## src/design/dsag_pkg.sv

```systemverilog
// constants, modes and carrier structs for data space address generation
// assumes a 16-bit core with 24-bit extended data addresses
package dsag_pkg;
  localparam int EA_W = 16;
  localparam int XA_W = 24;
  localparam int RP_W = 10;
  localparam int WP_W = 9;
  localparam logic [31:0] OFS_READ_PAGE = 32'h0000_0000;
  localparam logic [31:0] OFS_WRITE_PAGE = 32'h0000_0004;
  localparam logic [31:0] OFS_LAST_READ = 32'h0000_0008;
  localparam logic [31:0] OFS_ERR = 32'h0000_000C;
  localparam logic [9:0] RP_RST = 10'h001;
  localparam logic [8:0] WP_RST = 9'h001;
  localparam int ERR_SEL_BIT = 0;
  localparam int ERR_IDX_BIT = 1;
  localparam logic [3:0] WREG_8 = 4'h8;
  localparam logic [3:0] WREG_9 = 4'h9;
  localparam logic [3:0] WREG_10 = 4'hA;
  localparam logic [3:0] WREG_11 = 4'hB;
  localparam logic [1:0] RESP_OKAY = 2'h0;
  localparam logic [1:0] RESP_SLVERR = 2'h2;

  typedef enum logic [2:0] {
    MV_DIRECT = 3'b000,
    MV_IND = 3'b001,
    MV_POST = 3'b010,
    MV_PRE = 3'b011,
    MV_IDX = 3'b100,
    MV_LOFS = 3'b101,
    MV_LIT8 = 3'b110,
    MV_LIT16 = 3'b111
  } dsag_mv_mode_e;

  typedef enum logic [2:0] {
    MAC_IND = 3'b000,
    MAC_POST2 = 3'b001,
    MAC_POST4 = 3'b010,
    MAC_POST6 = 3'b011,
    MAC_IDX = 3'b100
  } dsag_mac_mode_e;

  typedef struct packed {
    logic vld;
    dsag_mv_mode_e src_mode;
    dsag_mv_mode_e dst_mode;
    logic [15:0] src_ptr;
    logic [15:0] dst_ptr;
    logic [15:0] step;
    logic [3:0] shared_offset_field;
    logic [15:0] ofs;
    logic [15:0] lit;
  } dsag_mv_req_s;

  typedef struct packed {
    logic vld;
    logic src_mem;
    logic dst_mem;
    logic src_win;
    logic [3:0] ofs_sel;
    logic [15:0] src_ea;
    logic [15:0] dst_ea;
    logic [23:0] src_xa;
    logic [23:0] dst_xa;
    logic [15:0] src_pn;
    logic [15:0] dst_pn;
    logic [15:0] imm;
  } dsag_mv_rsp_s;

  typedef struct packed {
    logic vld;
    logic [3:0] x_sel;
    logic [3:0] y_sel;
    dsag_mac_mode_e x_mode;
    dsag_mac_mode_e y_mode;
    logic [15:0] x_ptr;
    logic [15:0] y_ptr;
    logic [15:0] ofs;
  } dsag_mac_req_s;

  typedef struct packed {
    logic vld;
    logic err_sel;
    logic err_idx;
    logic [15:0] x_ea;
    logic [15:0] y_ea;
    logic [15:0] x_pn;
    logic [15:0] y_pn;
  } dsag_mac_rsp_s;
endpackage : dsag_pkg

```

## src/design/dsag_page_xlate.sv

```systemverilog
// page extension of one 16-bit effective address
// combinational; caller registers the result
`timescale 1ns/10ps
module dsag_page_xlate #(
  parameter int PW = 10,
  parameter bit HAS_WINDOW = 1'b1
) (
  input wire logic [15:0] ea_i,
  input wire logic [PW-1:0] page_i,
  output logic [23:0] xa_o,
  output logic win_o
);
  wire upper = ea_i[15];
  // read page top bit selects the program window, not the extended space
  wire window = HAS_WINDOW && page_i[PW-1];
  assign xa_o = upper ? {page_i[8:0], ea_i[14:0]} : {8'h00, ea_i};
  assign win_o = upper && window;
endmodule : dsag_page_xlate

```

## src/design/dsag_top.sv

```systemverilog
// data space address generation with AXI4-Lite page registers
// assumes requests are synchronous, one per cycle, answered next cycle
//
// Added by the designer: the AXI4-Lite interface to the registers and the address map.
`timescale 1ns/10ps
module dsag_top (
  input wire logic clk_i,
  input wire logic rst_b_i,
  input wire logic [31:0] s_awaddr_i,
  input wire logic s_awvalid_i,
  output logic s_awready_o,
  input wire logic [31:0] s_wdata_i,
  input wire logic [3:0] s_wstrb_i,
  input wire logic s_wvalid_i,
  output logic s_wready_o,
  output logic [1:0] s_bresp_o,
  output logic s_bvalid_o,
  input wire logic s_bready_i,
  input wire logic [31:0] s_araddr_i,
  input wire logic s_arvalid_i,
  output logic s_arready_o,
  output logic [31:0] s_rdata_o,
  output logic [1:0] s_rresp_o,
  output logic s_rvalid_o,
  input wire logic s_rready_i,
  input wire dsag_pkg::dsag_mv_req_s mv_req_i,
  output dsag_pkg::dsag_mv_rsp_s mv_rsp_o,
  input wire dsag_pkg::dsag_mac_req_s mac_req_i,
  output dsag_pkg::dsag_mac_rsp_s mac_rsp_o
);
  typedef struct packed {
    logic mem;
    logic [15:0] ea;
    logic [15:0] pn;
  } dsag_eap_s;

  logic [9:0] read_page_reg_r;
  logic [8:0] write_page_reg_r;
  logic [23:0] last_rd_r;
  logic [1:0] err_r;
  logic aw_hold_r;
  logic w_hold_r;
  logic [31:0] awaddr_r;
  logic [31:0] wdata_r;
  logic [3:0] wstrb_r;
  logic bvalid_r;
  logic [1:0] bresp_r;
  logic rvalid_r;
  logic [1:0] rresp_r;
  logic [31:0] rdata_r;
  // readies kept in flops so no port is a gate output
  logic awready_r;
  logic wready_r;
  logic arready_r;
  dsag_pkg::dsag_mv_rsp_s mv_r;
  dsag_pkg::dsag_mac_rsp_s mac_r;

  // move effective address for one operand
  function automatic dsag_eap_s mv_ea(input dsag_pkg::dsag_mv_mode_e m, input logic [15:0] p,
                                      input logic [15:0] st, input logic [15:0] of, input logic [15:0] li);
    dsag_eap_s r;
    r.mem = 1'b1;
    r.ea = p;
    r.pn = p;
    case (m)
      dsag_pkg::MV_DIRECT: r.mem = 1'b0;
      dsag_pkg::MV_IND: r.ea = p;
      dsag_pkg::MV_POST: r.pn = p + st;
      dsag_pkg::MV_PRE: begin
        r.ea = p + st;
        r.pn = p + st;
      end
      dsag_pkg::MV_IDX: r.ea = p + of;
      dsag_pkg::MV_LOFS: r.ea = p + li;
      dsag_pkg::MV_LIT8, dsag_pkg::MV_LIT16: r.mem = 1'b0;
      default: r.mem = 1'b0;
    endcase
    return r;
  endfunction : mv_ea

  // dual-operand effective address, post steps only forward
  function automatic dsag_eap_s mac_ea(input dsag_pkg::dsag_mac_mode_e m, input logic [15:0] p,
                                       input logic [15:0] of);
    dsag_eap_s r;
    r.mem = 1'b1;
    r.ea = p;
    r.pn = p;
    case (m)
      dsag_pkg::MAC_IND: r.pn = p;
      dsag_pkg::MAC_POST2: r.pn = p + 16'h0002;
      dsag_pkg::MAC_POST4: r.pn = p + 16'h0004;
      dsag_pkg::MAC_POST6: r.pn = p + 16'h0006;
      dsag_pkg::MAC_IDX: r.ea = p + of;
      default: r.mem = 1'b0;
    endcase
    return r;
  endfunction : mac_ea

  // bus decode
  wire aw_take = s_awvalid_i && !aw_hold_r;
  wire w_take = s_wvalid_i && !w_hold_r;
  wire wr_go = aw_hold_r && w_hold_r && !bvalid_r;
  wire [31:0] wa = awaddr_r;
  wire wr_rp = wr_go && (wa == dsag_pkg::OFS_READ_PAGE);
  wire wr_wp = wr_go && (wa == dsag_pkg::OFS_WRITE_PAGE);
  wire wr_err = wr_go && (wa == dsag_pkg::OFS_ERR);
  wire wr_ro = wr_go && (wa == dsag_pkg::OFS_LAST_READ);
  wire wr_ok = wr_rp || wr_wp || wr_err || wr_ro;
  wire rd_go = s_arvalid_i && !rvalid_r;
  wire rd_rp = s_araddr_i == dsag_pkg::OFS_READ_PAGE;
  wire rd_wp = s_araddr_i == dsag_pkg::OFS_WRITE_PAGE;
  wire rd_lr = s_araddr_i == dsag_pkg::OFS_LAST_READ;
  wire rd_er = s_araddr_i == dsag_pkg::OFS_ERR;
  wire rd_ok = rd_rp || rd_wp || rd_lr || rd_er;
  wire [31:0] rd_val = rd_rp ? {22'h00_0000, read_page_reg_r} :
                       rd_wp ? {23'h00_0000, write_page_reg_r} :
                       rd_lr ? {8'h00, last_rd_r} :
                       rd_er ? {30'h0000_0000, err_r} : 32'h0000_0000;
  wire [8:0] wp_nxt = {wstrb_r[1] ? wdata_r[8] : write_page_reg_r[8],
                       wstrb_r[0] ? wdata_r[7:0] : write_page_reg_r[7:0]};
  wire [9:0] rp_w = {wstrb_r[1] ? wdata_r[9:8] : read_page_reg_r[9:8],
                     wstrb_r[0] ? wdata_r[7:0] : read_page_reg_r[7:0]};

  // move operands
  // one offset value for both operands
  wire dsag_eap_s src_e = mv_ea(mv_req_i.src_mode, mv_req_i.src_ptr, mv_req_i.step, mv_req_i.ofs, mv_req_i.lit);
  wire dsag_eap_s dst_e = mv_ea(mv_req_i.dst_mode, mv_req_i.dst_ptr, mv_req_i.step, mv_req_i.ofs, mv_req_i.lit);
  wire [23:0] src_xa;
  wire [23:0] dst_xa;
  wire src_win;
  wire [15:0] imm = (mv_req_i.src_mode == dsag_pkg::MV_LIT8) ? {8'h00, mv_req_i.lit[7:0]} : mv_req_i.lit;

  dsag_page_xlate #(.PW(dsag_pkg::RP_W), .HAS_WINDOW(1'b1)) u_rd_xlate (
    .ea_i(src_e.ea),
    .page_i(read_page_reg_r),
    .xa_o(src_xa),
    .win_o(src_win)
  );
  dsag_page_xlate #(.PW(dsag_pkg::WP_W), .HAS_WINDOW(1'b0)) u_wr_xlate (
    .ea_i(dst_e.ea),
    .page_i(write_page_reg_r),
    .xa_o(dst_xa),
    .win_o()
  );

  wire dsag_eap_s x_e = mac_ea(mac_req_i.x_mode, mac_req_i.x_ptr, mac_req_i.ofs);
  wire dsag_eap_s y_e = mac_ea(mac_req_i.y_mode, mac_req_i.y_ptr, mac_req_i.ofs);
  // only 8,9 on X and 10,11 on Y
  wire x_sel_ok = (mac_req_i.x_sel == dsag_pkg::WREG_8) || (mac_req_i.x_sel == dsag_pkg::WREG_9);
  wire y_sel_ok = (mac_req_i.y_sel == dsag_pkg::WREG_10) || (mac_req_i.y_sel == dsag_pkg::WREG_11);
  // indexed only on 9 and 11
  wire x_idx_bad = (mac_req_i.x_mode == dsag_pkg::MAC_IDX) && (mac_req_i.x_sel != dsag_pkg::WREG_9);
  wire y_idx_bad = (mac_req_i.y_mode == dsag_pkg::MAC_IDX) && (mac_req_i.y_sel != dsag_pkg::WREG_11);
  wire mode_bad = !x_e.mem || !y_e.mem;
  wire sel_bad = mac_req_i.vld && (!x_sel_ok || !y_sel_ok);
  wire idx_bad = mac_req_i.vld && (x_idx_bad || y_idx_bad || mode_bad);

  // bus write side; one write in flight
  always_ff @(posedge clk_i) begin
    if (!rst_b_i) begin
      aw_hold_r <= 1'b0;
      w_hold_r <= 1'b0;
      awaddr_r <= 32'h0000_0000;
      wdata_r <= 32'h0000_0000;
      wstrb_r <= 4'h0;
      bvalid_r <= 1'b0;
      bresp_r <= dsag_pkg::RESP_OKAY;
      awready_r <= 1'b1;
      wready_r <= 1'b1;
    end else begin
      if (aw_take) begin
        aw_hold_r <= 1'b1;
        awready_r <= 1'b0;
        awaddr_r <= {s_awaddr_i[31:2], 2'b00};
      end
      if (w_take) begin
        w_hold_r <= 1'b1;
        wready_r <= 1'b0;
        wdata_r <= s_wdata_i;
        wstrb_r <= s_wstrb_i;
      end
      if (wr_go) begin
        aw_hold_r <= 1'b0;
        w_hold_r <= 1'b0;
        awready_r <= 1'b1;
        wready_r <= 1'b1;
        bvalid_r <= 1'b1;
        bresp_r <= wr_ok ? dsag_pkg::RESP_OKAY : dsag_pkg::RESP_SLVERR;
      end else if (s_bready_i) begin
        bvalid_r <= 1'b0;
      end
    end
  end

  // bus read side
  always_ff @(posedge clk_i) begin
    if (!rst_b_i) begin
      rvalid_r <= 1'b0;
      rdata_r <= 32'h0000_0000;
      rresp_r <= dsag_pkg::RESP_OKAY;
      arready_r <= 1'b1;
    end else if (rd_go) begin
      rvalid_r <= 1'b1;
      arready_r <= 1'b0;
      rdata_r <= rd_val;
      rresp_r <= rd_ok ? dsag_pkg::RESP_OKAY : dsag_pkg::RESP_SLVERR;
    end else if (s_rready_i) begin
      rvalid_r <= 1'b0;
      arready_r <= 1'b1;
    end
  end

  // page registers and status
  always_ff @(posedge clk_i) begin
    if (!rst_b_i) begin
      read_page_reg_r <= dsag_pkg::RP_RST;
      write_page_reg_r <= dsag_pkg::WP_RST;
      err_r <= 2'b00;
      last_rd_r <= 24'h00_0000;
    end else begin
      if (wr_rp) begin
        read_page_reg_r <= rp_w;
      end
      if (wr_wp) begin
        write_page_reg_r <= wp_nxt;
      end
      // write one clears; a new fault in the same cycle wins
      err_r[dsag_pkg::ERR_SEL_BIT] <= sel_bad ||
        (err_r[dsag_pkg::ERR_SEL_BIT] && !(wr_err && wstrb_r[0] && wdata_r[dsag_pkg::ERR_SEL_BIT]));
      err_r[dsag_pkg::ERR_IDX_BIT] <= idx_bad ||
        (err_r[dsag_pkg::ERR_IDX_BIT] && !(wr_err && wstrb_r[0] && wdata_r[dsag_pkg::ERR_IDX_BIT]));
      if (mv_req_i.vld && src_e.mem) begin
        last_rd_r <= src_xa;
      end
    end
  end

  // move answer, one cycle after the request
  always_ff @(posedge clk_i) begin
    if (!rst_b_i) begin
      mv_r <= '0;
    end else begin
      mv_r.vld <= mv_req_i.vld;
      mv_r.src_mem <= mv_req_i.vld && src_e.mem;
      mv_r.dst_mem <= mv_req_i.vld && dst_e.mem;
      mv_r.src_win <= src_win;
      mv_r.ofs_sel <= mv_req_i.shared_offset_field;
      mv_r.src_ea <= src_e.ea;
      mv_r.dst_ea <= dst_e.ea;
      mv_r.src_xa <= src_xa;
      mv_r.dst_xa <= dst_xa;
      mv_r.src_pn <= src_e.pn;
      mv_r.dst_pn <= dst_e.pn;
      mv_r.imm <= imm;
    end
  end

  // dual-operand answer; faulty requests give no valid
  always_ff @(posedge clk_i) begin
    if (!rst_b_i) begin
      mac_r <= '0;
    end else begin
      mac_r.vld <= mac_req_i.vld && !sel_bad && !idx_bad;
      mac_r.err_sel <= sel_bad;
      mac_r.err_idx <= idx_bad;
      mac_r.x_ea <= x_e.ea;
      mac_r.y_ea <= y_e.ea;
      mac_r.x_pn <= x_e.pn;
      mac_r.y_pn <= y_e.pn;
    end
  end

  assign s_awready_o = awready_r;
  assign s_wready_o = wready_r;
  assign s_bvalid_o = bvalid_r;
  assign s_bresp_o = bresp_r;
  assign s_arready_o = arready_r;
  assign s_rvalid_o = rvalid_r;
  assign s_rdata_o = rdata_r;
  assign s_rresp_o = rresp_r;
  assign mv_rsp_o = mv_r;
  assign mac_rsp_o = mac_r;
endmodule : dsag_top

```

## config.mk

```make
export PLATFORM = sky130hd
export DESIGN_NAME = dsag_top
export DESIGN_NICKNAME = d
export VERILOG_FILES = /design/src/design/dsag_pkg.sv /design/src/design/dsag_page_xlate.sv /design/src/design/dsag_top.sv
export SDC_FILE = /design/constraint.sdc
export NUM_CORES = 1
export LEC_CHECK = 0
export BUFFER_PORTS_ARGS = -buffer_cell sky130_fd_sc_hd__buf_2
export CORE_AREA = 2 2 198 200
export CTS_CLUSTER_DIAMETER = 200
export DETAILED_ROUTE_END_ITERATION = 16
export DIE_AREA = 0 0 200 202
export GPL_TIMING_DRIVEN = 0
export PLACE_DENSITY = 0.66
export SYNTH_ARGS = -nofsm -noshare
export SYNTH_HDL_FRONTEND = slang
export SYNTH_SLANG_ARGS = --single-unit
```

## constraint.sdc

```tcl
create_clock -name clk_i -period 8.9 [get_ports clk_i]
set_clock_uncertainty 0.05 [all_clocks]
set_input_delay 0.445 -clock clk_i [delete_from_list [all_inputs] [get_ports clk_i]]
set_output_delay 0.445 -clock clk_i [all_outputs]
set_load 0.01 [all_outputs]
```

# After elaboration in Yosys (flattened, before gate mapping)
# Cells that the tools add are included.
dict set report word_totals {
  ff_bits 333
  latch_bits 0
  ramBits 0
  rom_bits 0
  mem_count 0
}
dict set report classes {
  addsub 14
  n_mul 0
  div 0
  n_lt_le_gt_ge 0
  eq_ne 32
  shifts 0
  muxes 25
  bitwise 1
  reduce_logical 70
}
# cell n
set op_table {}
lappend op_table {{case mux 16 bit (3 select lines)} 4}
lappend op_table {{adder 16 bit} 8}
lappend op_table {{two-way mux 24 bit} 4}
lappend op_table {{adder 16 x 3 -> 16 bit, second input constant} 4}
lappend op_table {{== test 32 x 4 -> 1 bit, second input constant} 2}
lappend op_table {{logical NOT 32 bit} 2}
lappend op_table {{two-way mux 16 bit} 4}
lappend op_table {{== test 30 x 2 -> 1 bit, second input constant} 2}
lappend op_table {{adder 16 x 2 -> 16 bit, second input constant} 2}
lappend op_table {{== test 32 x 3 -> 1 bit, second input constant} 1}
lappend op_table {{== test 3 bit, second input constant} 10}
lappend op_table {{== test 30 x 1 -> 1 bit, second input constant} 1}
lappend op_table {{== test 3 x 2 -> 1 bit, second input constant} 8}
lappend op_table {{logical AND 1 bit} 23}
lappend op_table {{== test 4 bit, second input constant} 4}
lappend op_table {{logical OR 1 bit} 14}
lappend op_table {{logical NOT 1 bit} 12}
lappend op_table {{logical NOT 3 bit} 4}
lappend op_table {{two-way mux 1 bit} 10}
lappend op_table {{AND reduction 2 bit} 5}
lappend op_table {{OR reduction 5 bit} 2}
lappend op_table {{inequality test 4 bit, second input constant} 2}
lappend op_table {{OR reduction 2 bit} 4}
lappend op_table {{== test 3 x 1 -> 1 bit, second input constant} 2}
lappend op_table {{other kinds (4)} 8}

# Depth between registers and ports, before layout
# Gate-level depths: netlist (run 1).
dict set report logic_depth {
  word_depth 9
  mapped_depth 14
  ltp_nobuf 13
}

# Hierarchy
# A second synthesis (run 1) with hierarchy kept.
dict set report unflattened {
  cells_unflattened 2004
  hier_area_um2 16877.4
}
# module instances cells_per_inst area_per_inst_um2
set modules_own_cells {}
lappend modules_own_cells {dsag_top 1 1953 16522.1}
lappend modules_own_cells {{dsag_page_xlate (u_wr_xlate)} 1 26 180.2}
lappend modules_own_cells {{dsag_page_xlate (u_rd_xlate)} 1 25 175.2}

# Least setup slack after synthesis (run 1)
# Ideal clock, no wire load.
dict set report synth_timing {
  path_kind {input to register}
  start {in mv_req_i[85] (netlist name)}
  end {reg mv_r, in the netlist mv_rsp_o[108]}
  setup_time_ns 0.133
  arrival_time_ns 3.404
  slack_ns 5.313
  stages 14
  cell_sequence {buf_2 > nand3b_4 > buf_1 > mux2_2 > ha_1 > fa_1 > nand3_1 > nand2_1 > a31oi_1 > o21ai_0 > a31o_2 > a21oi_1 > xor2_1 > o221ai_1}
}
dict set report synth_via {
  elab_chain_cells 2
  elab_cells_between_ends 4
}
# element line
set synth_lines {}
lappend synth_lines {{start, declared} dsag_top.sv:26} ;# input wire dsag_pkg::dsag_mv_req_s mv_req_i,
lappend synth_lines {{== test 3 bit / == test 3 x 2 -> 1 bit (equally long branches)} dsag_top.sv:65} ;# case (m)
lappend synth_lines {{case mux 16 bit (3 select lines) (*)} dsag_top.sv:65}
lappend synth_lines {{end, declared} dsag_top.sv:55} ;# dsag_pkg::dsag_mv_rsp_s mv_r;
# Every way passes the cells marked *; elsewhere a longest branch is shown, timed or not.
# A chain may end at the register's enable or synchronous reset.

# Final worst setup path (run 1)
dict set report layout_timing {
  start {in mv_req_i[85] (netlist name)}
  end {reg mv_r, in the netlist mv_rsp_o[67]}
}
dict set report layout_via {
  elab_chain_cells 3
  elab_cells_between_ends 5
}
# element line
set layout_lines {}
lappend layout_lines {{== test 3 bit / == test 3 x 2 -> 1 bit (equally long branches)} dsag_top.sv:65}
lappend layout_lines {{case mux 16 bit (3 select lines) (*)} dsag_top.sv:65}
lappend layout_lines {{AND reduction 2 bit (no source line) (*)} -}
# Marks and branches as above.

==> results of run 1 <==
[critical path: stages]
cell and delay [ps]:
buf_2 80, buf_2 190, nand3b_4 240, buf_1 550, mux2_2 410, ha_1 340, nand3_1 180, o41ai_2 670
nor3b_1 310, nor3_2 90, a221oi_4 620, nor2_1 140
[cells in the final DEF (no fill, tap or decap), drive strengths merged, types with 7 or more instances in the layout]
cell type	synthesis	routed
buf	58	522
dfxtp	293	293
nand2	272	272
a21oi	188	188
nor2	187	187
clkbuf	66	107
ha	97	97
o21ai	70	70
xnor2	53	53
and2	53	53
nand3	40	40
xor2	37	37
nor3	36	36
mux2i	35	35
inv	32	35
mux2	32	32
a22oi	31	31
a21o	27	27
a211oi	25	25
nand2b	23	23
nor2b	22	22
or3	18	18
a31oi	16	16
nor4	16	16
diode	0	15
a221oi	12	12
and3	11	11
nand4	11	11
conb	1	10
clkinv	0	10
fa	8	8
nand3b	8	8
o211ai	7	7
o21a	7	7
o21bai	7	7
[through the flow]
| stage | hold slack (ps) | setup WS (ps) | utilization (%) | power (mW) | std cells |
|---|---|---|---|---|---|
| floorplan | 369 | 5310 | - | 1.94 | 1880 |
| global placement | 388 | 4480 | 48.9 | 2.23 | 2862 |
| detailed placement | 386 | 4430 | 48.9 | 2.25 | 2862 |
| CTS | 57.8 | 4980 | 51.9 | 3.71 | 2923 |
| global route | 72.6 | 4800 | 51.9 | 3.85 | 2930 |
| finish | 71.7 | 4920 | 52.0 | 3.69 | 2938 |
[path summary, 6_finish.rpt]
path              slack [ps]            end                 from
hold / removal            70  mv_rsp_o[128]         mv_req_i[32]
hold reg to reg          400   mv_rsp_o[63]  write_page_reg_r[0]
setup / recovery        4920   mv_rsp_o[67]         mv_req_i[85]
setup reg to reg        6320  s_rdata_o[16]           s_rvalid_o
[Yosys cell counts, drive strengths merged (16+ instances only)]
library cell | instances | share of area [%]
o21ai | 70 | 2.2
or3 | 18 | 0.72
clkbuf | 66 | 1.6
xnor2 | 53 | 3.0
nand3 | 40 | 1.3
nand2 | 272 | 6.5
mux2 | 32 | 2.3
a21o | 27 | 1.3
a21oi | 188 | 6.0
a22oi | 31 | 1.5
a211oi | 25 | 1.3
and2 | 53 | 2.1
nand2b | 23 | 0.92
nor3 | 36 | 1.3
buf | 58 | 2.5
nor4 | 16 | 0.68
ha | 97 | 7.7
xor2 | 37 | 2.1
mux2i | 35 | 2.3
nor2 | 187 | 4.5
dfxtp | 293 | 37
nor2b | 22 | 0.88
a31oi | 16 | 0.64
inv | 32 | 0.76
[state kept, by name (all words and copies together), names as in the netlist, 9 cells and up]
signal / flops
wdata_r: 10
read_page_reg_r: 10
s_rdata_o: 24
last_rd_r: 24
mac_rsp_o: 67
awaddr_r: 30
mv_rsp_o: 106
write_page_reg_r: 9
[power groups by stage]
stage / clock [mW] / combinational [mW] / sequential (mW)
6_report: 1.46 / 0.806 / 1.42
5_1_grt: 1.54 / 0.881 / 1.43
4_1_cts: 1.49 / 0.800 / 1.42
3_5_place_dp: 0 / 0.795 / 1.45
3_3_place_gp: 0 / 0.785 / 1.45
2_1_floorplan: 0 / 0.475 / 1.47
[cells by family after synthesis]
family,after synthesis,synth area share [%]
AO/OA/AOI/OAI,448,18.3
XOR/XNOR,90,5.02
adder cells (fa/ha/maj),105,8.75
buffers and inverters,156,4.79
flip-flops,293,37.3
multiplexers,69,4.91
other,1,0.0239
AND/OR/NAND/NOR,709,20.9
[routing by layer]
layer	global-route usage [%]	up-vias	routed length, um
met5	0	-	59
met4	10.3	8	1970
met3	6.19	102	4700
met2	47.8	622	27400
met1	34.6	7252	24500
li1	-	7562	-
[final cells by class]
class                           instances  share of cell area [%]
Buffer                                124                    3.18
Sequential cell                       293                    29.5
Antenna cell                           15                   0.189
Timing Repair Buffer                  464                    11.7
Tap cell                              518                    3.26
Inverter                               32                   0.604
Multi-Input combinational cell       1431                    45.8
Clock inverter                         20                    1.27
Clock buffer                           41                    4.51
==> metrics.yaml, run 1 <==
setup_violations: 0
final.setup.tns_ps: 0
io_pins: 505
nFillCells: 3735
place_area_um2: 18700
fin_crit_sh_pct: 44.7
clockRootBuffer: "clkbuf_16"
seq_area_frac_synth_pct: 37.3
cts_resized: 0
fmax_ghz: 0.251
status: "finished clean"
final_area_um2: 19900
vias: 15500
nets: 2746
die_y_um: 202
ir_drop_v: 0.000116
drv_cap: 0
hold_viol: 0
cts-htree-levels: 2
hold_class: "in -> reg"
area_delta_synth_final_pct: 26.7
drive_gt1_share_pct: 26.3
cp_max_fo: 10
swShare_pct: 29.8
synth_ff_type: "dfxtp_1"
whs_path_depth: 2
grt_pass1_wl_mm: 85.9
ys_ff_latch: 293
yosys_warnings: 0
dp_hpwl_mm: 46.8
p_switching_mw: 1.10
drt_first_iter_violations: 878
wire_per_inst_um: 20.0
coreArea_um2: 38300
cts_setup_buffers: 0
cts_sinks: 293
clk_path_buf_depth: 3
grt_usage_pct: 28.1
syn_area_per_cell_um2: 8.40
p_comb_share_pct: 21.9
crit_path_end_kind: "flop"
crit_arrival_ps: 4310
worst_r2r_path_depth: 9
antenna_left: 0
grt_pass1_vias: 15100
path_class: "in -> reg"
synth_area_um2: 15700
p_per_area_nw_per_um2: 185
p_leak_nw: 9.17
ys_types: 81
slew_violations: 0
cts_tree: "done"
viasPerCell: 5.29
sequentialPowerShare_pct: 38.6
start_util_pct: 41.0
cts_buffers: 34
grt_max_degree: 15
clk_latency_ps: 530
startpoint_type: "input pin"
multiInputGateArea_um2: 9120
async_flop_share_pct: 0
synthCells: 1871
drc: 0
antenna_found_initial: 16
die_w_um: 200
fp-row-count: 72
max_slew_margin_pct: 20.3
layout_min_cycle_time_ps: 3980
power.clock.fraction_pct: 39.6
grt_overflow: 0
routed_wl_mm: 58.6
cp.required_ps: 9230
die_area_um2: 40400
ff_latch_area_um2: 5870
dr.pass1.iters: 5
clk_pin_slew_ps: 60
rsz0062_at_grt: "no"
worst_slew_pin_slew_ps: 1190
cts_hold_buf: 0
io_buffer_count: 464
synth_edf_count: 0
intPower_mw: 2.59
gp_congestion: 0.954
(Power assumes the default switching activity.)
==> run 2, diff against run 1 <==
--- a/config.mk
+++ b/config.mk
@@ -6,12 +6,12 @@
 export NUM_CORES = 1
 export LEC_CHECK = 0
 export BUFFER_PORTS_ARGS = -buffer_cell sky130_fd_sc_hd__buf_2
-export CORE_AREA = 2 2 198 200
+export CORE_AREA = 2 2 197 199
 export CTS_CLUSTER_DIAMETER = 200
 export DETAILED_ROUTE_END_ITERATION = 16
-export DIE_AREA = 0 0 200 202
+export DIE_AREA = 0 0 199 201
 export GPL_TIMING_DRIVEN = 0
-export PLACE_DENSITY = 0.66
+export PLACE_DENSITY = 0.69
 export SYNTH_ARGS = -nofsm -noshare
 export SYNTH_HDL_FRONTEND = slang
 export SYNTH_SLANG_ARGS = --single-unit
==> constraint.sdc (replaced) <==
create_clock -name clk_i -period 3.4 [get_ports clk_i]
set_clock_uncertainty 0.05 [all_clocks]
set_input_delay 0.17 -clock clk_i [delete_from_list [all_inputs] [get_ports clk_i]]
set_output_delay 0.17 -clock clk_i [all_outputs]
set_load 0.01 [all_outputs]
==> metrics.yaml, run 2 (same netlist as run 1, synthesis figures left out) <==
cts_buffers: 35  # +2.9%
worst_slew_pin_slew_ps: 1110  # -76.4 ps
drive_gt1_share_pct: 24.9  # -1.4 points
status: "finished clean"
largest_reg_flops: 106  # unchanged
p_switching_mw: 2.88  # +160%
crit_top_cell: "buf_2"
wire_per_inst_um: 19.5  # -2.1%
antenna_left: 0  # unchanged
routed_wl_mm: 60.0  # +2.3%
clockRootBuffer: "clkbuf_16"
dp_hpwl_mm: 46.4  # -0.95%
intPower_mw: 6.93  # +170%
die_y_um: 201  # -0.50%
cp_max_fo: 10  # unchanged
final_common_cell: "buf_2"
crit_arrival_ps: 3660  # -650 ps
cp_slowest_cell: "fa_1"
p_per_area_nw_per_um2: 459  # +150%
nFillCells: 3436  # -8.0%
cpPeakStageDelay_ps: 420  # -250 ps
dr.pass1.iters: 5  # unchanged
swShare_pct: 29.4  # -0.46 points
cts-htree-levels: 2  # unchanged
startpoint_type: "input pin"
critPathTopFamily: "compound AO/OA/AOI/OAI gates"
grt_pass1_wl_mm: 90.3  # +5.1%
final_core_util_pct: 56.1  # +4.1 points
fin_crit_sh_pct: 96.2
final.setup.tns_ps: 0  # unchanged
final_cell_mix: "buf_2, dfxtp_1, nand2_1"
p_leak_nw: 9.82  # +7.0%
die_area_um2: 40000  # -0.99%
drv_cap: 0  # unchanged
path_class: "in -> reg"
sequentialPowerShare_pct: 38.0  # -0.6 points
place_area_um2: 18700  # unchanged
cp.required_ps: 3790  # -5440 ps
nets: 2892  # +5.3%
cts_tree: "done"
power.clock.fraction_pct: 38.8  # -0.8 points
clk_pin_slew_ps: 60  # about the same
cts_sinks: 293  # unchanged
viasPerCell: 5.33  # +0.71%
area_delta_synth_final_pct: 36.1
io_pins: 505  # unchanged
final_area_um2: 21400  # +7.4%
die_w_um: 199  # -0.50%
grt_max_degree: 14  # -1
gp_congestion: 0.940  # -1.5%
start_util_pct: 41.2  # +0.19 points
io_buffer_count: 464  # unchanged
coreArea_um2: 38100  # -0.47%
slew_violations: 0  # unchanged
max_slew_margin_pct: 25.5  # +5.1 points
clk_latency_ps: 540  # about the same
cp_num_buf_inv: 3  # unchanged
crit_path_end_kind: "flop"
hold_viol: 0  # unchanged
grt_pass1_vias: 16000  # +6.2%
setup_violations: 0  # unchanged
grt_usage_pct: 29.4  # +1.3 points
vias: 16400  # +5.3%
crit_chain: "buf_2 -> buf_2 -> nand3b_4 -> buf_2 -> mux2_2 -> ha_1 -> fa_1 -> nand3_1 -> nand2_1 -> a31oi_2 -> o21ai_0 -> a31o_2 -> a211oi_1 -> o21ai_0 -> and2_1"
clk_path_buf_depth: 3  # unchanged
drt_first_iter_violations: 897  # +2.2%
hold_class: "in -> reg"
ir_drop_v: 0.000335  # +190%
p_comb_share_pct: 23.2  # +1.3 points
layout_min_cycle_time_ps: 3270
grt_overflow: 0  # unchanged
rsz0062_at_grt: "no"
fp-row-count: 72  # unchanged
fmax_ghz: 0.306
antenna_found_initial: 3  # -13
drc: 0  # unchanged
-- run 2: cell type report --
type                    count  area (um^2)  area share (%)
clock inverters             9          103           0.480
repair buffers            610         3790            17.7
clock buffers              53         1070            4.99
multi-input cells        1431         9140            42.8
diodes                      3         7.51          0.0351
flip-flops and latches    293         5870            27.4
inverters                  32          120           0.562
well taps                 518          648            3.03
plain buffers             123          631            2.95
-- run 2: worst register-to-register path: stages, from the launching register on --
cell and delay, ps:
dfxtp_1 370, nand2_1 60, nor2_1 350, nand4_1 220, nor3_1 460, and3_1 230, buf_2 280, mux2i_1 220
nand2_1 60
-- run 2: stage by stage --
| step | hold slack, ps | setup WS, ps | power [mW] | instances |
|---|---|---|---|---|
| final | 26.4 | 130 | 9.81 | 3072 |
| after global routing | 40.8 | 67.4 | 10.2 | 3071 |
| after CTS | 0.898 | 123 | 9.83 | 3070 |
| after detailed placement | 331 | -989 | 5.88 | 2862 |
| after global placement | 326 | -924 | 5.85 | 2862 |
| after floorplan | 242 | 88.0 | 5.09 | 1880 |
-- run 2: routing by layer --
layer,track usage [%],share of wire [%],vias up
li1,-,-,7851
met1,35.4,41,7684
met2,51.2,48,702
met3,5.17,6.9,133
met4,12.0,3.7,0
met5,0,0,-
-- run 2: repair_timing --
action | 4_1_cts | 5_1_grt
endpoints found under the hold margin | 189 | 0
pin swaps | 0 | 0
setup endpoints to repair | 13 | 10
hold buffers | 144 | 0
resized for setup | 2 | 1
setup buffers | 2 | 0
-- run 2: final timing paths --
check                       from  slack [ps]  cells after the start                  end
max reg2reg            aw_hold_r         930                      8  write_page_reg_r[0]
min reg2reg  write_page_reg_r[0]         400                      2         mv_rsp_o[63]
min                 mv_req_i[88]          30                      5         last_rd_r[1]
max                 mv_req_i[85]         130                     15        mv_rsp_o[110]
-- run 2: power groups by stage --
| stage | Combinational [mW] | Sequential [mW] | Clock (mW) |
|---|---|---|---|
| 4_1_cts | 2.24 | 3.73 | 3.86 |
| 3_5_place_dp | 2.08 | 3.80 | 0 |
| 6_report | 2.27 | 3.73 | 3.81 |
| 5_1_grt | 2.47 | 3.74 | 4.01 |
| 3_3_place_gp | 2.05 | 3.80 | 0 |
| 2_1_floorplan | 1.24 | 3.85 | 0 |
==> run 3, diff against run 2 <==
--- a/config.mk
+++ b/config.mk
@@ -12,6 +12,7 @@
 export DIE_AREA = 0 0 199 201
 export GPL_TIMING_DRIVEN = 0
 export PLACE_DENSITY = 0.69
+export REMOVE_ABC_BUFFERS = 1
 export SYNTH_ARGS = -nofsm -noshare
 export SYNTH_HDL_FRONTEND = slang
 export SYNTH_SLANG_ARGS = --single-unit
==> metrics.yaml, run 3 (same netlist as run 1, synthesis figures left out) <==
status: "finished clean"
slew_violations: 0  # unchanged
crit_arrival_ps: 3630  # -30 ps
p_total_mw: 9.09  # -7.3%
grt_pass1_vias: 15500  # -3.4%
final_area_um2: 20600  # -3.4%
rsz0062_at_grt: "no"
p_leak_nw: 9.43  # -3.9%
coreArea_um2: 38100  # unchanged
sequentialPowerShare_pct: 40.9  # +2.9 points
drv_cap: 0  # unchanged
worst_slew_pin_slew_ps: 1280  # +168 ps
viasPerCell: 5.33  # about the same
whs_path_depth: 4  # -1
crit_chain: "dlygate4sd3_1 -> buf_2 -> mux2_2 -> ha_1 -> a21o_1 -> a21o_1 -> a2111oi_4 -> o41ai_2 -> nor3_2 -> nor3_2 -> a221oi_4 -> nor2_1"
max_slew_margin_pct: 14.4  # -11 points
clk_latency_ps: 600  # +60 ps
vias: 15700  # -4.0%
ir_drop_v: 0.000443  # +32%
routed_wl_mm: 52.5  # -13%
p_per_area_nw_per_um2: 441  # -3.9%
placed_cells: 2744  # -4.1%
met3_usage_pct: 5.54  # +0.37 points
antenna_found_initial: 2  # -1
swShare_pct: 30.3  # +0.91 points
drive_gt1_share_pct: 24.1  # -0.79 points
grt_pass1_wl_mm: 80.2  # -11%
start_util_pct: 41.2  # unchanged
grt_overflow: 0  # unchanged
io_pins: 505  # unchanged
cpPeakStageDelay_ps: 650  # +230 ps
use_met2_pct: 42.4  # -8.8 points
clockRootBuffer: "clkbuf_16"
met1_usage_pct: 30.1  # -5.3 points
crit_cells: 12  # -3
clk_path_buf_depth: 3  # unchanged
setup_violations: 0  # unchanged
nFillCells: 3484  # +1.4%
cts_tree: "done"
die_w_um: 199  # unchanged
hold_class: "in -> reg"
cp_num_buf_inv: 2  # -1
nets: 2777  # -4.0%
cts_buffers: 31  # -11%
fin_crit_sh_pct: 95.5  # -0.64 points
intPower_mw: 6.34  # -8.5%
die_area_um2: 40000  # unchanged
power.clock.fraction_pct: 35.7  # -3.1 points
antenna_left: 0  # unchanged
fmax_ghz: 0.308  # +0.67%
path_class: "in -> reg"
cts_sinks: 293  # unchanged
layout_min_cycle_time_ps: 3250  # -21.7 ps
grt_usage_pct: 25.2  # -4.2 points
fin_cells: 2950  # -4.0%
cp.required_ps: 3790  # about the same
io_buffer_count: 468  # +0.86%
area_delta_synth_final_pct: 31.4
p_comb_share_pct: 23.4  # +0.2 points
top_usage_layer: "met2"
final_common_cell: "buf_2"
clk_pin_slew_ps: 60  # about the same
cp_slowest_cell: "a221oi_4"
gp_congestion: 0.887  # -5.7%
dr.pass1.iters: 5  # unchanged
cp_max_fo: 10  # unchanged
final_cell_mix: "buf_2, dfxtp_1, nand2_1"
place_area_um2: 18200  # -3.0%
p_switching_mw: 2.76  # -4.4%
crit_path_end_kind: "flop"
fp-row-count: 72  # unchanged
worst_r2r_path_depth: 7  # -1
final_core_util_pct: 54.2  # -1.9 points
wire_per_inst_um: 17.8  # -9.0%
dp_hpwl_mm: 38.9  # -16%
drc: 0  # unchanged
hold_viol: 0  # unchanged
grt_max_degree: 117  # +103
die_y_um: 201  # unchanged
startpoint_type: "input pin"
cts-htree-levels: 1  # -1
critPathTopFamily: "compound AO/OA/AOI/OAI gates"
largest_reg_flops: 106  # unchanged
drt_first_iter_violations: 798  # -11%
[run 3: layer usage]
| metal | share of wire [%] | wire [um] |
|---|---|---|
| met2 | 47 | 24400 |
| met1 | 40 | 21200 |
| met4 | 4.9 | 2560 |
| met5 | 0.025 | 13 |
| met3 | 8.0 | 4220 |
[run 3: power groups by stage]
stage	clock network (mW)	logic (mW)	registers [mW]
floorplan	0	1.13	3.87
global placement	0	1.92	3.78
detailed placement	0	1.95	3.79
CTS	3.33	2.11	3.71
global route	3.47	2.34	3.73
finish	3.25	2.13	3.72
[run 3: cell type report]
class                      count  area, um^2  share of cell area [%]
timing repair buffer         622        3910                    18.9
inverter                      32         128                   0.618
clock buffer                  37         818                    3.97
antenna                        1        2.50                  0.0121
sequential                   293        5870                    28.4
multi-input combinational   1431        9130                    44.2
clock inverter                16         139                   0.673
tap                          518         648                    3.14
[run 3: per-stage QoR]
step	setup WS [ps]	hold slack, ps	TNS [ps]
2_1_floorplan	567	182	0
4_1_cts	199	0.241	0
3_3_place_gp	-1880	329	-174400
3_5_place_dp	-374	335	-7540
6_report	152	32.1	0
5_1_grt	11.8	55.2	0
[run 3: worst min-delay path, delay by kind of cell]
| family | cells | cell delay, ps |
|---|---|---|
| compound gates | 1 | 170 |
| buf+inv | 2 | 240 |
| simple gates | 1 | 40 |
[run 3: final timing paths]
path / start / endpoint / slack [ps]
worst max-delay path: mv_req_i[1] / mv_rsp_o[66] / 150
worst min-delay path: mac_req_i[51] / mac_rsp_o[22] / 30
worst max register to register: s_rvalid_o / s_rdata_o[16] / 480
worst min register to register: write_page_reg_r[1] / mv_rsp_o[64] / 390
[run 3: repair_timing]
action	CTS	global route
gates resized for setup	0	0
setup buffers	0	0
hold endpoints to repair	202	0
hold buffers	152	0
